$ cat config.mk
export PLATFORM = sky130hd
export DESIGN_NAME = host_port_pin_control
export DESIGN_NICKNAME = d
export VERILOG_FILES = /design/src/common/host_port_pkg.sv /design/src/hdl/host_port_pin_control.sv
export VERILOG_INCLUDE_DIRS = /design/src /design/src/common
export SDC_FILE = /design/constraint.sdc
export NUM_CORES = 1
export LEC_CHECK = 0
export BUFFER_PORTS_ARGS = -buffer_cell sky130_fd_sc_hd__buf_4
export CAP_MARGIN = 20
export CELL_PAD_IN_SITES_DETAIL_PLACEMENT = 0
export CELL_PAD_IN_SITES_GLOBAL_PLACEMENT = 1
export CORE_MARGIN = 1.5
export CORE_UTILIZATION = 33
export DETAILED_ROUTE_END_ITERATION = 8
export PLACE_DENSITY = 0.75
export SETUP_SLACK_MARGIN = 0.3
export SKIP_CTS_REPAIR_TIMING = 1
export SYNTH_ARGS = -nofsm -noshare
export SYNTH_HDL_FRONTEND = slang
export SYNTH_SLANG_ARGS = --single-unit
$ cat constraint.sdc
create_clock -name clk -period 1.9 [get_ports clk]
set_clock_uncertainty 0.15 [all_clocks]
set_input_delay 0 -clock clk [delete_from_list [all_inputs] [get_ports clk]]
set_output_delay 0 -clock clk [all_outputs]
set_load 0.05 [all_outputs]
$ cat src/common/host_port_cfg.svh
// Offsets, field positions, reset values and timing counts of the host port
`ifndef HOST_PORT_CFG_SVH
`define HOST_PORT_CFG_SVH
// AXI4-Lite register byte offsets
`define OFF_CTRL 8'h00
`define OFF_STATUS 8'h04
`define OFF_MASK 8'h08
`define OFF_IRQREQ 8'h0C
`define OFF_PINSTAT 8'h10
// Control register fields
`define CTRL_ACCESS_WAIT_LSB 0
`define CTRL_ACCESS_WAIT_W 4
`define CTRL_RST 16'h0002
// Status and mask bits
`define ST_XFER 0
`define ST_PORT_RST 1
`define ST_CLR_A 2
`define ST_CLR_B 3
`define ST_W 4
`define MASK_RST 4'h0
// Port control register fields seen by the host
`define PCTRL_IRQ_BIT 2
`define PCTRL_SUB_BIT 3
// Host address ranges
`define HADDR_W 18
`define HDATA_W 16
`define HREG_CTRL 2'h0
`define HREG_ADDR 2'h1
`define HREG_DATA 2'h2
`endif

$ cat src/common/host_port_pkg.sv
// Types shared by the host port pin control
package host_port_pkg;
    typedef struct packed {
        logic interfaceSelect;
        logic hostModeSelect;
        logic outputDisableN;
        logic portResetInN;
        logic hostDirectionIn;
        logic hostStrobeOne;
        logic hostStrobeTwo;
        logic addrLatchN;
    } host_ctl_type;
    typedef struct packed {
        logic readyOut;
        logic readyOe;
        logic irqSubAOut;
        logic irqSubAOe;
        logic irqSubBOut;
        logic irqSubBOe;
    } host_drv_type;
    typedef enum logic [1:0] {
        XF_IDLE,
        XF_ACCESS,
        XF_WAIT_END
    } xfer_state_type;
endpackage : host_port_pkg

$ cat src/hdl/host_port_pin_control.sv
// Host port pin control: pin sharing, modes, ready, host interrupts, port reset
//
// What this block does
// - Shared pins serve host port only when select low
// - Ready tells host when next transfer allowed
// - Ready floats while output disable low
// - Host interrupt asserted by driving output low
// - Host writing one to irq bit clears it
// - Host interrupts only in multiplexed mode
// - Interrupt outputs float while output disable low
// - Port reset clears port logic and both subsystems
// - Mode select low gives multiplexed address/data
// - Multiplexed host reaches control, address, data registers
// - Mode select high gives separate address/data buses
// - Separate mode: 18-bit address, 16-bit data
`timescale 1ns/1ps
`include "host_port_cfg.svh"
module host_port_pin_control import host_port_pkg::*; #(
    parameter int HADDR_W = `HADDR_W,
    parameter int HDATA_W = `HDATA_W
) (
    input wire logic clk,
    input wire logic nrst,
    // AXI4-Lite slave
    input wire logic [7:0] awaddr,
    input wire logic awvalid,
    output logic awready,
    input wire logic [31:0] wdata,
    input wire logic [3:0] wstrb,
    input wire logic wvalid,
    output logic wready,
    output logic [1:0] bresp,
    output logic bvalid,
    input wire logic bready,
    input wire logic [7:0] araddr,
    input wire logic arvalid,
    output logic arready,
    output logic [31:0] rdata,
    output logic [1:0] rresp,
    output logic rvalid,
    input wire logic rready,
    output logic irq,
    // Host pins
    input wire host_ctl_type hostCtl,
    input wire logic [HADDR_W-1:0] hostAddrIn,
    input wire logic [HDATA_W-1:0] hostDataIn,
    output logic [HDATA_W-1:0] hostDataOut,
    output logic hostDataOe,
    output host_drv_type hostDrv,
    // Subsystem side
    input wire logic irqReqSubA,
    input wire logic irqReqSubB,
    output logic subResetN
);

    // ------------------------------------------------------------
    // Pin decode
    // ------------------------------------------------------------
    logic portActive;
    logic muxMode;
    logic strobe;
    logic strobe_r;
    logic strobeRise;
    logic strobeFall;
    logic portReset;
    // Strobe active while both low is the only combination
    assign portActive = !hostCtl.interfaceSelect;
    assign muxMode = !hostCtl.hostModeSelect;
    assign strobe = portActive && !(hostCtl.hostStrobeOne ^ hostCtl.hostStrobeTwo)
        && !hostCtl.hostStrobeOne;
    assign strobeRise = strobe && !strobe_r;
    assign strobeFall = !strobe && strobe_r;
    assign portReset = !hostCtl.portResetInN;

    // Strobe edge history
    always_ff @(posedge clk or negedge nrst) begin
        if (!nrst) begin
            strobe_r <= 1'b0;
        end else begin
            strobe_r <= strobe;
        end
    end

    // Subsystems held in reset with the port, as the host expects
    assign subResetN = nrst && !portReset;

    // ------------------------------------------------------------
    // Transfer sequencing and ready
    // ------------------------------------------------------------
    xfer_state_type xferState_r;
    logic [`CTRL_ACCESS_WAIT_W-1:0] waitCnt_r;
    logic [`CTRL_ACCESS_WAIT_W-1:0] accessWait_r;
    logic xferDone;
    logic isWrite;
    logic [1:0] hostReg;
    assign isWrite = !hostCtl.hostDirectionIn;
    // Multiplexed hosts pick the register by low address bits; separate mode is data only
    assign hostReg = muxMode ? hostAddrIn[1:0] : `HREG_DATA;
    assign xferDone = (xferState_r == XF_ACCESS) && (waitCnt_r == '0);

    // Internal access takes a programmable number of cycles
    always_ff @(posedge clk or negedge nrst) begin
        if (!nrst) begin
            xferState_r <= XF_IDLE;
            waitCnt_r <= '0;
        end else if (portReset) begin
            xferState_r <= XF_IDLE;
            waitCnt_r <= '0;
        end else begin
            unique case (xferState_r)
                XF_IDLE: begin
                    if (strobeRise) begin
                        xferState_r <= XF_ACCESS;
                        waitCnt_r <= accessWait_r;
                    end
                end
                XF_ACCESS: begin
                    if (waitCnt_r != '0) begin
                        waitCnt_r <= waitCnt_r - 1'b1;
                    end else begin
                        xferState_r <= strobe ? XF_WAIT_END : XF_IDLE;
                    end
                end
                XF_WAIT_END: begin
                    if (!strobe) begin
                        xferState_r <= XF_IDLE;
                    end
                end
            endcase
        end
    end

    // Ready low while access pending; floats when outputs disabled
    always_comb begin
        hostDrv.readyOut = (xferState_r != XF_ACCESS) && !portReset;
        hostDrv.readyOe = portActive && hostCtl.outputDisableN;
    end

    // ------------------------------------------------------------
    // Host visible registers
    // ------------------------------------------------------------
    logic [HDATA_W-1:0] portAddr_r;
    logic [HDATA_W-1:0] portData_r;
    logic [HDATA_W-1:0] hostRdata_r;
    logic pendA_r;
    logic pendB_r;
    logic hostClrA;
    logic hostClrB;
    logic ctrlWr;
    assign ctrlWr = xferDone && isWrite && muxMode && hostReg == `HREG_CTRL;
    assign hostClrA = ctrlWr && hostDataIn[`PCTRL_IRQ_BIT] && !hostDataIn[`PCTRL_SUB_BIT];
    assign hostClrB = ctrlWr && hostDataIn[`PCTRL_IRQ_BIT] && hostDataIn[`PCTRL_SUB_BIT];

    // Address and data holding registers
    always_ff @(posedge clk or negedge nrst) begin
        if (!nrst) begin
            portAddr_r <= '0;
            portData_r <= '0;
        end else if (portReset) begin
            portAddr_r <= '0;
            portData_r <= '0;
        end else if (xferDone && isWrite) begin
            if (hostReg == `HREG_ADDR) begin
                portAddr_r <= hostDataIn;
            end
            if (hostReg == `HREG_DATA) begin
                portData_r <= hostDataIn;
            end
        end
    end

    // Read data captured at access end, driven while strobe held
    always_ff @(posedge clk or negedge nrst) begin
        if (!nrst) begin
            hostRdata_r <= '0;
            hostDataOe <= 1'b0;
        end else begin
            if (xferDone && !isWrite) begin
                unique case (hostReg)
                    `HREG_CTRL: hostRdata_r <= HDATA_W'({pendB_r, pendA_r}) << `PCTRL_IRQ_BIT;
                    `HREG_ADDR: hostRdata_r <= portAddr_r;
                    default: hostRdata_r <= portData_r;
                endcase
            end
            hostDataOe <= strobe && !isWrite && !portReset && hostCtl.outputDisableN;
        end
    end
    assign hostDataOut = hostRdata_r;

    // Per-subsystem interrupt pending; a new request wins over a clear
    always_ff @(posedge clk or negedge nrst) begin
        if (!nrst) begin
            pendA_r <= 1'b0;
            pendB_r <= 1'b0;
        end else if (portReset || !muxMode) begin
            pendA_r <= 1'b0;
            pendB_r <= 1'b0;
        end else begin
            pendA_r <= irqReqSubA || (pendA_r && !hostClrA);
            pendB_r <= irqReqSubB || (pendB_r && !hostClrB);
        end
    end

    // Interrupt pins active low, floated on output disable
    always_comb begin
        hostDrv.irqSubAOut = !pendA_r;
        hostDrv.irqSubBOut = !pendB_r;
        hostDrv.irqSubAOe = portActive && hostCtl.outputDisableN;
        hostDrv.irqSubBOe = portActive && hostCtl.outputDisableN;
    end

    // ------------------------------------------------------------
    // Software status and interrupt
    // ------------------------------------------------------------
    logic [`ST_W-1:0] status_r;
    logic [`ST_W-1:0] mask_r;
    logic [`ST_W-1:0] events;
    logic statusRead;
    logic portReset_r;
    assign events = {hostClrB, hostClrA, portReset && !portReset_r, xferDone};

    // Reset edge history
    always_ff @(posedge clk or negedge nrst) begin
        if (!nrst) begin
            portReset_r <= 1'b0;
        end else begin
            portReset_r <= portReset;
        end
    end

    // Sticky, cleared by read; an event in the read cycle survives
    always_ff @(posedge clk or negedge nrst) begin
        if (!nrst) begin
            status_r <= '0;
        end else begin
            status_r <= events | (statusRead ? '0 : status_r);
        end
    end
    assign irq = |(status_r & mask_r);

    // ------------------------------------------------------------
    // AXI4-Lite slave
    // ------------------------------------------------------------
    logic awHeld_r;
    logic wHeld_r;
    logic [7:0] awAddr_r;
    logic [31:0] wData_r;
    logic doWrite;
    assign awready = !awHeld_r && !bvalid;
    assign wready = !wHeld_r && !bvalid;
    assign doWrite = awHeld_r && wHeld_r && !bvalid;
    assign arready = !rvalid;
    assign statusRead = arvalid && arready && araddr == `OFF_STATUS;

    // Write address and data taken in either order
    always_ff @(posedge clk or negedge nrst) begin
        if (!nrst) begin
            awHeld_r <= 1'b0;
            wHeld_r <= 1'b0;
            awAddr_r <= '0;
            wData_r <= '0;
            bvalid <= 1'b0;
            bresp <= 2'b00;
        end else begin
            if (awvalid && awready) begin
                awHeld_r <= 1'b1;
                awAddr_r <= awaddr;
            end
            if (wvalid && wready) begin
                wHeld_r <= 1'b1;
                wData_r <= wdata;
            end
            if (doWrite) begin
                awHeld_r <= 1'b0;
                wHeld_r <= 1'b0;
                bvalid <= 1'b1;
                bresp <= (awAddr_r == `OFF_CTRL || awAddr_r == `OFF_MASK) ? 2'b00 : 2'b10;
            end else if (bvalid && bready) begin
                bvalid <= 1'b0;
            end
        end
    end

    // Writable registers; strobe byte 0 only matters at this width
    always_ff @(posedge clk or negedge nrst) begin
        if (!nrst) begin
            accessWait_r <= `CTRL_ACCESS_WAIT_W'(`CTRL_RST);
            mask_r <= `MASK_RST;
        end else if (doWrite && wstrb[0]) begin
            if (awAddr_r == `OFF_CTRL) begin
                accessWait_r <= wData_r[`CTRL_ACCESS_WAIT_LSB +: `CTRL_ACCESS_WAIT_W];
            end
            if (awAddr_r == `OFF_MASK) begin
                mask_r <= wData_r[`ST_W-1:0];
            end
        end
    end

    // Read channel, one cycle answer
    always_ff @(posedge clk or negedge nrst) begin
        if (!nrst) begin
            rvalid <= 1'b0;
            rdata <= '0;
            rresp <= 2'b00;
        end else if (arvalid && arready) begin
            rvalid <= 1'b1;
            rresp <= 2'b00;
            unique case (araddr)
                `OFF_CTRL: rdata <= 32'(accessWait_r);
                `OFF_STATUS: rdata <= 32'(status_r);
                `OFF_MASK: rdata <= 32'(mask_r);
                `OFF_IRQREQ: rdata <= 32'({pendB_r, pendA_r});
                `OFF_PINSTAT: rdata <= 32'({xferState_r, muxMode, portActive});
                default: begin
                    rdata <= '0;
                    rresp <= 2'b10;
                end
            endcase
        end else if (rvalid && rready) begin
            rvalid <= 1'b0;
        end
    end

endmodule : host_port_pin_control

==> impl_metrics.yaml <==
outcome:
  outcome: "finished with violations"
  violations: "hold timing, setup timing"
layout:
  most_common_library_cell_in_the_layout_ignoring_fill_and_taps: "sky130_fd_sc_hd__buf_4"
  most_frequent_cells_in_the_layout: "109 x sky130_fd_sc_hd__buf_4, 90 x sky130_fd_sc_hd__dfrtp_1, 53 x sky130_fd_sc_hd__dlygate4sd3_1"
  fin_util_pct: 51.9
  fin_nets: 731
  areaGrowthSynthToFinish_pct: 52.2
  final_cell_count_no_fill: 805
  layout-drive-gt1-share_pct: 41.8
  design_area_um2: 6930
  n_antenna_cell: 0
power:
  p_clk_share_pct: 21.3
  power.combinational.fraction_pct: 44.8
  max-vdd-ir-drop_mv: 1.03
  p_sw_mw: 3.53
  power.share.sequential_pct: 34.0
  cellInternalPower_mw: 5.14
  power_per_cell_area_nw_per_um2: 1250
  power.total_mw: 8.68
  p_sw_share_pct: 40.7
  static-leakage-power_nw: 2.97
setup_path:
  criticalPathCategory: "register to register"
  crit_path_max_fanout: 4
  worstSetupStartpointType: "register"
  timing.critical_path.to_type: "register"
  critical_path_arrival_ns: 2.11
  worst-endpoint-required_ns: 1.99
worst_hold_path:
  worstHoldPathType: "primary input to register"
timing:
  fmaxAchievable_mhz: 495
  rsz0062_at_grt: "true"
  setup-violations-final: 8
  setup_total_negative_slack_ns: -0.665
  min_period_ns: 2.02
  slew_headroom_pct: 36.7
  whs_ns: -0.00295
  layout_worst_path_cycle_share_pct: 106
  worst_slack_ns: -0.121
  timing_worst_slew_pin_value_ns: 0.946
  report.final.hold_viol_count: 1
  finalMaxSlewViolations: 0
yosys:
  synth_flop_cell: "sky130_fd_sc_hd__dfrtp_1"
  synthesis.yosys.warnings: 0
  synth.distinct_cells: 47
  synth_sequential_area_ratio_pct: 51.2
  synthCells: 465
  yosysTopAreaCell: "sky130_fd_sc_hd__dfrtp_1"
  synth_async_sr_flop_share_pct: 100
  synth_area_per_cell_um2: 9.78
  synth.area.top_cells: "sky130_fd_sc_hd__dfrtp_1 51%, sky130_fd_sc_hd__nand3_1 5.3%, sky130_fd_sc_hd__buf_4 5.3%, sky130_fd_sc_hd__nand2_1 5.0%, sky130_fd_sc_hd__mux2_2 4.7%"
  synth_top_cell_area_share_pct: 50.6
  post_synthesis_cell_area_um2: 4550
  synth_seq_cells: 93
  synth_edf_count: 0
drt:
  drtIter0Drc: 282
  routed_via_density: 4.89
  detailed_route_wire_length_per_cell_um: 15.7
  dr.pass1.iters: 4
  post-route-drc-count: 0
  vias: 3937
  wl_um: 12700
  drt.antenna.violating_nets: 0
clock_network:
  cts_root_buffer: "sky130_fd_sc_hd__clkbuf_16"
  htree_levels: 3
  cts-buffers-inserted: 9
  clockBufferDepth: 2
  tritoncts_clock_tree: "yes"
  clk_pin_slew_ns: 0.07
  clkLatencyLatePin_ns: 0.35
  cts.sinks: 93
global_routing:
  globalRouteTotalUtil_pct: 15.6
  grt_antenna_before_repair: 0
  grt_pass1_wl_um: 17700
  first_global_vias: 3489
  pin_count_of_the_biggest_net_entering_global_routing: 94
  globalRoute.totalOverflow: 0
placement:
  dpl_worst_slack_ns: -0.130
  dpl.hpwl_um: 7590
  finalWeightedCongestion: 0.847
  number_of_i_o_port_buffers: 90
  number_of_placed_instances_with_taps_included: 718
  place_area_um2: 5510
floorplanning:
  rows: 42
  coreArea_um2: 13300
  floorplan.initialDensity_pct: 34.1
  dieHeight_um: 120
  io_pins: 169
  area_enclosed_by_the_die_boundary_um2: 14500
  die_x_um: 120
job:
  count_of_max_cap_constraint_violations: 0
[critical path, stage by stage (launching register included)]
cell                      delay (ns)
sky130_fd_sc_hd__dfrtp_1        0.38
sky130_fd_sc_hd__or4_4          0.55
sky130_fd_sc_hd__nor4_4         0.19
sky130_fd_sc_hd__and4b_4        0.33
sky130_fd_sc_hd__mux2_4         0.31
[final cells by class]
cell class	instances	area, um2
clock inverters	7	73.8
multi-input cells	329	2440
flip-flops and latches	93	2330
well taps	176	220
fillers	1226	6420
inverters	15	56.3
repair buffers	176	1580
clock buffers	9	225
[final timing paths]
path | from | to | slack, ns | cells past startpoint
max in group asynchronous | nrst | bvalid$_DFFE_PN0P_ | 1.08 | 3
max | awAddr_r[5]$_DFFE_PN0P_ | accessWait_r[2]$_DFFE_PN0P_ | -0.12 | 4
max reg2reg | awAddr_r[5]$_DFFE_PN0P_ | accessWait_r[2]$_DFFE_PN0P_ | -0.12 | 4
min | hostCtl[1] | xferState_r[1]$_DFFE_PN0P_ | -0.003 | 5
min reg2reg | portReset_r$_DFF_PN0_ | status_r[1]$_DFF_PN0_ | 0.27 | 1
min in group asynchronous | nrst | portData_r[1]$_DFFE_PN0P_ | 0.06 | 3
[Yosys cell counts, types with 2 or more instances]
master and count:
sky130_fd_sc_hd__inv_1 15, sky130_fd_sc_hd__mux2_2 19, sky130_fd_sc_hd__o2bb2ai_1 2, sky130_fd_sc_hd__o21ai_0 26
sky130_fd_sc_hd__o311ai_0 2, sky130_fd_sc_hd__nor2_1 32, sky130_fd_sc_hd__a31o_2 2, sky130_fd_sc_hd__buf_4 32
sky130_fd_sc_hd__a22oi_1 2, sky130_fd_sc_hd__nor3_1 2, sky130_fd_sc_hd__dfrtp_1 92, sky130_fd_sc_hd__nand3b_1 3
sky130_fd_sc_hd__o21a_1 3, sky130_fd_sc_hd__a22o_1 3, sky130_fd_sc_hd__nand2b_1 4, sky130_fd_sc_hd__nand2_1 60
sky130_fd_sc_hd__buf_2 2, sky130_fd_sc_hd__clkbuf_1 23, sky130_fd_sc_hd__mux2i_1 9, sky130_fd_sc_hd__nor2b_1 6
sky130_fd_sc_hd__a31oi_1 18, sky130_fd_sc_hd__or4_4 2, sky130_fd_sc_hd__nor3_2 2, sky130_fd_sc_hd__a21oi_1 23
sky130_fd_sc_hd__ha_1 4, sky130_fd_sc_hd__nand3_1 48, sky130_fd_sc_hd__o211ai_1 3, sky130_fd_sc_hd__mux2_4 4
sky130_fd_sc_hd__nand4_1 4
[state kept, by name (all words and copies together), names as in the netlist, 2 cells and up]
signal        cells
awAddr_r          8
wData_r           4
waitCnt_r         4
status_r          4
accessWait_r      4
portData_r       16
xferState_r       2
portAddr_r       16
hostDataOut      16
mask_r            4
rdata             4
[per-layer routing]
metal  wire (um)  GRT usage (%)  up-vias
li1            -              -     1881
met1        5650           20.2     1930
met2        6270           25.2      113
met3         598           4.62       13
met4         153           5.07        0
met5           0              0        -
[power by group through the flow]
stage | Combinational, mW | Clock (mW) | Sequential [mW]
global placement | 3.13 | 0 | 2.87
detailed placement | 3.18 | 0 | 2.89
CTS | 3.19 | 1.88 | 2.86
floorplan | 1.67 | 0 | 3.50
global route | 4.13 | 1.96 | 3.01
finish | 3.88 | 1.85 | 2.95
[logic make-up (layout without fill, tap and decap cells)]
kind of cell / Yosys count / after routing / synth area share, %
flip-flops: 93 / 93 / 51.2
AND/OR/NAND/NOR: 174 / 174 / 18.9
buffers and inverters: 72 / 207 / 8.64
multiplexers: 32 / 32 / 8.00
AO/OA/AOI/OAI: 89 / 89 / 12.0
adder cells (fa/ha/maj): 4 / 4 / 1.10
other: 1 / 30 / 0.0824
Note: power is estimated with default switching activity, not from simulation.
